==> config.mk <==
export PLATFORM = sky130hd
export DESIGN_NAME = sar_adc_serial_conversion_control
export DESIGN_NICKNAME = d
export VERILOG_FILES = /design/src/logic/sar_ctrl_pkg.sv /design/src/logic/result_if.sv /design/src/logic/pin_sync.sv /design/src/logic/result_buffer.sv /design/src/logic/sar_adc_serial_conversion_control.sv
export SDC_FILE = /design/constraint.sdc
export NUM_CORES = 1
export LEC_CHECK = 0
export BUFFER_PORTS_ARGS = -buffer_cell sky130_fd_sc_hd__buf_2
export CAP_MARGIN = 10
export CORE_MARGIN = 2
export CORE_UTILIZATION = 30
export DETAILED_ROUTE_END_ITERATION = 7
export PLACE_DENSITY = 0.52
export SLEW_MARGIN = 20
export SYNTH_ARGS = -nofsm -noshare
export SYNTH_HDL_FRONTEND = slang
export SYNTH_SLANG_ARGS = --single-unit
==> constraint.sdc <==
create_clock -name ref_clk -period 2.7 [get_ports ref_clk]
set_input_delay 0.54 -clock ref_clk [delete_from_list [all_inputs] [get_ports ref_clk]]
set_output_delay 0.54 -clock ref_clk [all_outputs]
set_load 0.05 [all_outputs]
==> src/logic/sar_ctrl_pkg.sv <==
// package: constants and types of the converter control block
// assumes: one 125 MHz ref_clk samples every pin of the host side
`default_nettype none

package sar_ctrl_pkg;

  // result format
  localparam int RESULT_BITS = 12;
  localparam int CNT_W       = 5;

  typedef logic [RESULT_BITS-1:0] result_t;
  typedef logic [CNT_W-1:0]       cycle_cnt_t;

  // serial clock numbering: cycle n begins at the n-th falling edge
  localparam cycle_cnt_t CYC_DRIVE_LOW  = 5'h01;
  localparam cycle_cnt_t CYC_LAST_BIT   = 5'h0D;
  localparam cycle_cnt_t CYC_TAIL_OFF   = 5'h0E;
  localparam cycle_cnt_t CYC_FRAME_END  = 5'h10;
  localparam cycle_cnt_t CYC_LSBF_FIRST = 5'h0E;
  localparam cycle_cnt_t CYC_LSBF_LAST  = 5'h18;
  localparam cycle_cnt_t CYC_LSBF_OFF   = 5'h19;
  localparam cycle_cnt_t LSBF_REPEAT    = 5'h0B;

  localparam result_t RESULT_RESET = 12'h000;
  localparam result_t TRIAL_MSB    = 12'h800;

  // host timing, in printed units, and their cycle counts
  localparam int REF_CLK_PERIOD_NS = 8;
  localparam int ACQ_NS            = 350;
  localparam int SCLK_MIN_NS       = 125;
  localparam int SCLK_MAX_NS       = 5000;
  localparam int DROOP_US          = 5;
  localparam int ACQ_CYCLES        =
    (ACQ_NS + REF_CLK_PERIOD_NS - 1) / REF_CLK_PERIOD_NS;
  localparam int SCLK_MIN_CYCLES   =
    (SCLK_MIN_NS + REF_CLK_PERIOD_NS - 1) / REF_CLK_PERIOD_NS;
  localparam int SCLK_MAX_CYCLES   = SCLK_MAX_NS / REF_CLK_PERIOD_NS;
  localparam int DROOP_CYCLES      = (DROOP_US * 1000) / REF_CLK_PERIOD_NS;

  typedef enum logic [1:0] {
    S_SAMPLE,
    S_CONVERT,
    S_TAIL,
    S_LSBF
  } convert_strobe_state_t;

endpackage

`default_nettype wire

==> src/logic/result_if.sv <==
// interface: one result word with valid/ready between internal modules
// assumes: the source holds data and valid until ready is seen
`default_nettype none

interface result_if;
  sar_ctrl_pkg::result_t data;
  logic                  valid;
  logic                  ready;

  modport src (output data, output valid, input ready);
  modport snk (input data, input valid, output ready);
endinterface

`default_nettype wire

==> src/logic/pin_sync.sv <==
// module: three-stage synchroniser with filtered level and edge pulses
// assumes: pin_async is asynchronous to clk; reset lasts >= 4 clocks
`default_nettype none

module pin_sync (
  input  wire logic clk,
  input  wire logic rst,
  input  wire logic pin_async,
  output logic      level,
  output logic      rise,
  output logic      fall
);
  logic ff1_reg;
  logic ff2_reg;
  logic ff3_reg;
  logic level_reg;
  logic rise_reg;
  logic fall_reg;

  // ff1 feeds ff2 only; stages run through reset so that an
  // idle-high pin gives no false edge once reset ends
  always_ff @(posedge clk) begin
    ff1_reg <= pin_async;
    ff2_reg <= ff1_reg;
    ff3_reg <= ff2_reg;
  end

  // a change counts once stages two and three agree
  always_ff @(posedge clk) begin
    if (rst) begin
      level_reg <= ff3_reg;
      rise_reg  <= 1'b0;
      fall_reg  <= 1'b0;
    end else if (ff2_reg == ff3_reg && ff3_reg != level_reg) begin
      level_reg <= ff3_reg;
      rise_reg  <= ff3_reg;
      fall_reg  <= ~ff3_reg;
    end else begin
      rise_reg  <= 1'b0;
      fall_reg  <= 1'b0;
    end
  end

  assign level = level_reg;
  assign rise  = rise_reg;
  assign fall  = fall_reg;
endmodule

`default_nettype wire

==> src/logic/result_buffer.sv <==
// module: two-entry result buffer, valid/ready on both sides
// assumes: single clock; in_port.ready low when both entries are taken
`default_nettype none

module result_buffer (
  input  wire logic clk,
  input  wire logic rst,
  result_if.snk     in_port,
  result_if.src     out_port
);
  import sar_ctrl_pkg::*;

  result_t    mem [2];
  logic       wr_ptr_reg;
  logic       rd_ptr_reg;
  logic [1:0] count_reg;
  logic       push;
  logic       pop;

  assign in_port.ready  = (count_reg != 2'h2);
  assign out_port.valid = (count_reg != 2'h0);
  assign out_port.data  = mem[rd_ptr_reg];
  assign push = in_port.valid && in_port.ready;
  assign pop  = out_port.valid && out_port.ready;

  always_ff @(posedge clk) begin
    if (rst) begin
      mem[0] <= RESULT_RESET;
      mem[1] <= RESULT_RESET;
    end else if (push) begin
      mem[wr_ptr_reg] <= in_port.data;
    end
  end

  always_ff @(posedge clk) begin
    if (rst) begin
      wr_ptr_reg <= 1'b0;
      rd_ptr_reg <= 1'b0;
      count_reg  <= 2'h0;
    end else begin
      if (push) begin
        wr_ptr_reg <= ~wr_ptr_reg;
      end
      if (pop) begin
        rd_ptr_reg <= ~rd_ptr_reg;
      end
      if (push && !pop) begin
        count_reg <= count_reg + 2'h1;
      end else if (pop && !push) begin
        count_reg <= count_reg - 2'h1;
      end
    end
  end
endmodule

`default_nettype wire

==> src/logic/sar_adc_serial_conversion_control.sv <==
// module: control and serial readout of a 12-bit SAR converter
// assumes: strobe, serial clock and comparator are asynchronous pins;
// ref_clk is at least eight times faster than the serial clock
`default_nettype none

// Overview of operation
// - strobe falling puts sample/hold into hold
// - strobe low at cycle 13 powers down
// - power-down lasts until strobe rises
// - first conversion after power-down is valid
// - full conversion and readout takes 16 clocks
// - strobe high then low in 13 selects LSB-first
// - LSB-first resends result over next 11 clocks
// - LSB-first powers down, strobe high resumes
// - strobe high then low before 13 short-cycles
// - strobe falling floats the data line at once
// - result is 12-bit straight unsigned binary
// - conversion start drives data line low
// - clock may stop while sampling or after conversion
module sar_adc_serial_conversion_control (
  input  wire logic              ref_clk,
  input  wire logic              sys_rst,
  input  wire logic              convert_strobe,
  input  wire logic              serial_clk,
  input  wire logic              comparator_high,
  input  wire logic              result_ready,
  output logic                   hold_mode,
  output logic                   powered_down,
  output sar_ctrl_pkg::result_t  dac_trial_code,
  output logic                   serial_data,
  output logic                   serial_data_oe,
  output sar_ctrl_pkg::result_t  result_data,
  output logic                   result_valid
);
  import sar_ctrl_pkg::*;

  logic        strobe_lvl;
  logic        strobe_rise;
  logic        strobe_fall;
  logic        sclk_fall;
  logic        comp_lvl;
  convert_strobe_state_t state_reg;
  cycle_cnt_t  cnt_reg;
  cycle_cnt_t  cnt_next;
  result_t     code_reg;
  result_t     result_reg;
  result_t     pending_data_reg;
  logic        pending_reg;
  logic        went_high_reg;
  logic        pd_reg;
  logic        hold_reg;
  logic        data_reg;
  logic        oe_reg;
  logic        convert_strobe_start;
  logic        short_cycle;
  logic        lsbf_select;
  logic        last_bit_edge;
  logic        pd_at_13;
  result_t     final_word;

  result_if to_buf ();
  result_if from_buf ();

  // bit index sent in normal readout at a given serial cycle
  function automatic logic [3:0] msb_index(input cycle_cnt_t cyc);
    logic [4:0] idx;
    idx = CYC_LAST_BIT - cyc;
    return idx[3:0];
  endfunction

  // bit index resent in LSB-first readout at a given serial cycle
  function automatic logic [3:0] lsbf_index(input cycle_cnt_t cyc);
    logic [4:0] idx;
    idx = cyc - CYC_LAST_BIT;
    return idx[3:0];
  endfunction

  pin_sync u_strobe_sync (
    .clk       (ref_clk),
    .rst       (sys_rst),
    .pin_async (convert_strobe),
    .level     (strobe_lvl),
    .rise      (strobe_rise),
    .fall      (strobe_fall)
  );

  // serial clock is only sampled; it may stop between frames
  pin_sync u_sclk_sync (
    .clk       (ref_clk),
    .rst       (sys_rst),
    .pin_async (serial_clk),
    .level     (),
    .rise      (),
    .fall      (sclk_fall)
  );

  pin_sync u_comp_sync (
    .clk       (ref_clk),
    .rst       (sys_rst),
    .pin_async (comparator_high),
    .level     (comp_lvl),
    .rise      (),
    .fall      ()
  );

  assign cnt_next      = cnt_reg + 5'h01;
  assign short_cycle   = strobe_fall && (state_reg == S_CONVERT);
  assign lsbf_select   = strobe_fall && (state_reg == S_TAIL);
  // any other falling strobe opens a fresh conversion
  assign convert_strobe_start    = strobe_fall && !lsbf_select;
  assign last_bit_edge = (state_reg == S_CONVERT) && sclk_fall &&
                         !strobe_fall && (cnt_next == CYC_LAST_BIT);
  assign pd_at_13      = last_bit_edge && !went_high_reg && !strobe_lvl;
  assign final_word    = {code_reg[RESULT_BITS-1:1], comp_lvl};

  // sequencing on serial clock edges
  always_ff @(posedge ref_clk) begin
    if (sys_rst) begin
      state_reg <= S_SAMPLE;
      cnt_reg   <= 5'h00;
    end else if (convert_strobe_start) begin
      // short cycle drops the partial word and restarts
      state_reg <= S_CONVERT;
      cnt_reg   <= 5'h00;
    end else if (lsbf_select) begin
      state_reg <= S_LSBF;
    end else if (sclk_fall) begin
      unique case (state_reg)
        S_SAMPLE: begin
          // edges while sampling do nothing
          cnt_reg <= cnt_reg;
        end
        S_CONVERT: begin
          cnt_reg <= cnt_next;
          if (cnt_next == CYC_LAST_BIT) begin
            state_reg <= S_TAIL;
          end
        end
        S_TAIL: begin
          cnt_reg <= cnt_next;
          if (cnt_next == CYC_FRAME_END) begin
            state_reg <= S_SAMPLE;
          end
        end
        S_LSBF: begin
          cnt_reg <= cnt_next;
          if (cnt_next == CYC_LSBF_OFF) begin
            state_reg <= S_SAMPLE;
          end
        end
      endcase
    end
  end

  // strobe seen high during the conversion blocks power-down at cycle 13
  always_ff @(posedge ref_clk) begin
    if (sys_rst) begin
      went_high_reg <= 1'b0;
    end else if (convert_strobe_start) begin
      went_high_reg <= 1'b0;
    end else if (strobe_rise && state_reg != S_SAMPLE) begin
      went_high_reg <= 1'b1;
    end
  end

  // hold from strobe fall until the last bit is decided or strobe rises
  always_ff @(posedge ref_clk) begin
    if (sys_rst) begin
      hold_reg <= 1'b0;
    end else if (strobe_fall) begin
      // every fall holds, LSB-first entry as well
      hold_reg <= 1'b1;
    end else if (strobe_rise || last_bit_edge) begin
      hold_reg <= 1'b0;
    end
  end

  // power-down; entry wins over a clear in the same cycle
  always_ff @(posedge ref_clk) begin
    if (sys_rst) begin
      pd_reg <= 1'b0;
    end else if (pd_at_13) begin
      pd_reg <= 1'b1;
    end else if (lsbf_select) begin
      pd_reg <= 1'b1;
    end else if (strobe_rise) begin
      pd_reg <= 1'b0;
    end
  end

  // successive approximation; power-down keeps no state in the way
  always_ff @(posedge ref_clk) begin
    if (sys_rst) begin
      code_reg <= RESULT_RESET;
    end else if (convert_strobe_start) begin
      code_reg <= RESULT_RESET;
    end else if (state_reg == S_CONVERT && sclk_fall) begin
      if (cnt_next == CYC_DRIVE_LOW) begin
        code_reg <= TRIAL_MSB;
      end else begin
        for (int b = 0; b < RESULT_BITS; b++) begin
          if (b == int'(msb_index(cnt_next))) begin
            code_reg[b] <= comp_lvl;
          end
        end
        // next trial bit in its own loop: no index below zero
        for (int b = 1; b < RESULT_BITS; b++) begin
          if (b == int'(msb_index(cnt_next))) begin
            code_reg[b-1] <= 1'b1;
          end
        end
      end
    end
  end

  // finished word kept for the LSB-first resend
  always_ff @(posedge ref_clk) begin
    if (sys_rst) begin
      result_reg <= RESULT_RESET;
    end else if (last_bit_edge) begin
      result_reg <= final_word;
    end
  end

  // pending word waits here while the buffer is full
  always_ff @(posedge ref_clk) begin
    if (sys_rst) begin
      pending_reg      <= 1'b0;
      pending_data_reg <= RESULT_RESET;
    end else if (last_bit_edge) begin
      pending_reg      <= 1'b1;
      pending_data_reg <= final_word;
    end else if (to_buf.ready) begin
      pending_reg      <= 1'b0;
    end
  end

  // serial data line and its enable
  always_ff @(posedge ref_clk) begin
    if (sys_rst) begin
      data_reg <= 1'b0;
      oe_reg   <= 1'b0;
    end else if (strobe_fall) begin
      // floats on every fall, even into LSB-first
      oe_reg   <= 1'b0;
    end else if (sclk_fall) begin
      unique case (state_reg)
        S_SAMPLE: begin
          oe_reg <= 1'b0;
        end
        S_CONVERT: begin
          oe_reg <= 1'b1;
          if (cnt_next == CYC_DRIVE_LOW) begin
            data_reg <= 1'b0;
          end else begin
            data_reg <= comp_lvl;
          end
        end
        S_TAIL: begin
          if (cnt_next == CYC_TAIL_OFF) begin
            oe_reg <= 1'b0;
          end
        end
        S_LSBF: begin
          if (cnt_next >= CYC_LSBF_FIRST && cnt_next <= CYC_LSBF_LAST)
          begin
            oe_reg   <= 1'b1;
            data_reg <= result_reg[lsbf_index(cnt_next)];
          end else begin
            oe_reg   <= 1'b0;
          end
        end
      endcase
    end
  end

  assign to_buf.valid = pending_reg;
  assign to_buf.data  = pending_data_reg;

  // buffer lets the on-chip reader stall for a word without loss
  result_buffer u_result_buffer (
    .clk      (ref_clk),
    .rst      (sys_rst),
    .in_port  (to_buf),
    .out_port (from_buf)
  );

  assign from_buf.ready = result_ready;
  assign result_valid   = from_buf.valid;
  assign result_data    = from_buf.data;

  assign hold_mode      = hold_reg;
  assign powered_down   = pd_reg;
  assign dac_trial_code = code_reg;
  assign serial_data    = data_reg;
  assign serial_data_oe = oe_reg;
endmodule

`default_nettype wire

==> impl_metrics.json <==
{
  "ys_warn_count": 0,
  "critPathMaxStageDelay_ns": 0.45,
  "power_frac_seq_pct": 48.1,
  "critical_path_buf_inv_count": 2,
  "synthArstFlopShare_pct": 0,
  "rsz0062_at_grt": "false",
  "final_cell_mix": "53 x dfxtp_1, 46 x nand2_1, 34 x buf_2",
  "ios": 35,
  "fin_tns_setup_ns": 0,
  "path_clk_slew_ns": 0.06,
  "drive_gt1_share_pct": 20.4,
  "regArea_um2": 1890,
  "tightest_slew_ns": 0.857,
  "gp_congestion": 0.867,
  "fp.dieH_um": 118,
  "final_common_cell": "dfxtp_1",
  "crit_family": "compound AO/OA/AOI/OAI gates",
  "syn_to_final_growth_pct": 17.8,
  "relSlewSlack_pct": 42.9,
  "first_pass_iters": 4,
  "synth_ff_type": "dfxtp_1",
  "worstSkewPairLatency_ns": 0.34,
  "numPortBuffers": 34,
  "cp.required_ns": 2.96,
  "wl_um": 9160,
  "initial_utilization_pct": 30.9,
  "antenna_found_initial": 0,
  "cts_root_buf": "clkbuf_16",
  "vias": 3006,
  "cts_tree": "yes",
  "clockPowerShare_pct": 45.1,
  "holdWs_ns": 0.305,
  "maxCapViolations": 0,
  "ir_drop_mv": 0.295,
  "dieArea_um2": 14000,
  "die_w_um": 118,
  "overflow": 0,
  "cts_buffers": 9,
  "synth-xor-area-share_pct": 2.45,
  "multiInputGateArea_um2": 1870,
  "synth_edf_count": 27,
  "drt_iter0_drc": 236,
  "drc": 0,
  "crit_fanout": 11,
  "post-dp-hpwl_um": 6520,
  "yosys.area.top_type": "dfxtp_1",
  "arrival_ns": 2.62,
  "syn_inst": 405,
  "synthMuxAreaShare_pct": 6.46,
  "p_leak_uw": 0.00175,
  "grt_pass1_wl_um": 15600,
  "dpl.cell_count": 601,
  "grt_pass1_vias": 2984,
  "ant_nets": 0,
  "coreArea_um2": 12700,
  "ys_ff_latch": 81,
  "netlist_top_cells_area": "dfxtp_1 27%, edfxtp_1 21%, and2_1 4.5%",
  "htree_levels": 3,
  "cts_setup_buffers": 0,
  "power.total_uw": 2740,
  "instances_no_fill": 617,
  "worstPathCellList": "buf_4 > ha_1 > buf_4 > nor2_1 > o211ai_1 > nand2_1 > nand2_1 > a2111oi_2 > mux2i_1",
  "synth_top_family_by_area": "simple AND/OR/NAND/NOR gates",
  "setup_viol": 0,
  "yosys.area_share.adder_pct": 3.18,
  "final_nets": 456,
  "cts_buffer_depth": 2,
  "wl_per_cell_um": 14.8,
  "diodes": 0,
  "skew_ns": 0.00873,
  "fin_crit_ns": 2.36,
  "drv_slew": 0,
  "vias_per_cell": 4.87,
  "rows": 41,
  "synth_cell_types": 56,
  "critPathLaunchType": "flop",
  "worstSetupEndpointType": "flop",
  "critical_path_class": "reg -> reg",
  "finalCritPeriodShare_pct": 87.4,
  "switching_share_pct": 24.4,
  "nFillCells": 1341,
  "track_usage_pct": 13.7,
  "p_comb_share_pct": 6.8,
  "syn-cell-area_um2": 3930,
  "largest_register_ff_count": 24,
  "clock-sinks": 81,
  "synth_compound_area_share_pct": 16.9,
  "ys_seq_area_share_pct": 48.1,
  "synth-simple-area-share_pct": 18.5,
  "synth_top_area_share_pct": 27.5,
  "status": "finished clean",
  "crit_path_top_delay_cell": "a2111oi_2",
  "hp-class": "in -> reg",
  "grt_start_max_net_pins": 24,
  "synth.avg_cell_area_um2": 9.71,
  "switchingPower_uw": 670,
  "power.density_nw_per_um2": 592,
  "synth.net_count": 421,
  "hold_viol": 0,
  "internal-power_uw": 2070,
  "fmax_mhz": 424
}
-- synthesized netlist by cell type, types with 4 or more instances --
master and instances:
o211ai_1 5, a211o_1 4, buf_2 8, edfxtp_1 27, nand4_1 5, ha_1 10
xor2_1 4, a21oi_1 26, o21ai_0 15, dfxtp_1 54, inv_1 18, a32o_1 4
a21o_1 6, xnor2_1 7, a31oi_1 5, nor3_1 7, clkbuf_1 16, and2_1 28
nand3_1 9, nor2_1 27, nand2_1 46, mux2i_1 4, mux2_2 13
-- repair_timing --
action,4_1_cts,5_1_grt
endpoints found under the setup margin,0,2
hold buffers,0,0
resized for setup,0,1
-- cells by family (layout without fill, tap and decap cells) --
logic type	Yosys count	after routing
muxes	20	20
adders and majority gates	10	10
AOI/OAI and AO/OA	96	96
xor gates and xnor gates	11	11
DFF	81	81
and+or+nand+nor	144	144
buffers and inverters	43	83
-- metal layers --
layer  vias up  track usage, %  share of wire [%]  routed length, um
met4         0            4.54                1.2                106
met1      1411            18.6                 50               4550
met5         -               0                  0                  0
li1       1528               -                  -                  -
met2        55            21.7                 46               4210
met3        12            3.04                3.3                300
-- power groups by stage --
stage	Combinational, uW	Clock (uW)	Sequential [uW]
floorplan	158	0	1340
global placement	188	0	1350
detailed placement	188	0	1350
CTS	189	1280	1320
global route	202	1340	1330
finish	187	1240	1320
-- final timing paths --
check                   startpoint                     to  slack (ns)  cells after the start
max                     cnt_reg[0]           state_reg[1]        0.34                      9
min                     serial_clk    u_sclk_sync.ff1_reg        0.30                      1
max reg2reg             cnt_reg[0]           state_reg[1]        0.34                      9
min reg2reg  u_strobe_sync.ff1_reg  u_strobe_sync.ff2_reg        0.33                      0
-- layout make-up --
cell class | count | area share [%]
Clock inverter | 7 | 1.65
Timing Repair Buffer | 49 | 6.10
Tap cell | 172 | 4.65
Clock buffer | 9 | 4.86
Sequential cell | 81 | 40.9
Inverter | 18 | 1.46
Multi-Input combinational cell | 281 | 40.4
-- per-stage QoR --
stage	setup slack (ns)	area (um2)	util, %
6_report	0.340	4630	36.4
5_1_grt	0.0868	4630	36.4
4_1_cts	0.191	4630	36.4
3_5_place_dp	0.215	4330	34.0
3_3_place_gp	0.380	4330	34.0
2_1_floorplan	0.269	3930	-
Power figures use the tool's default switching activity.
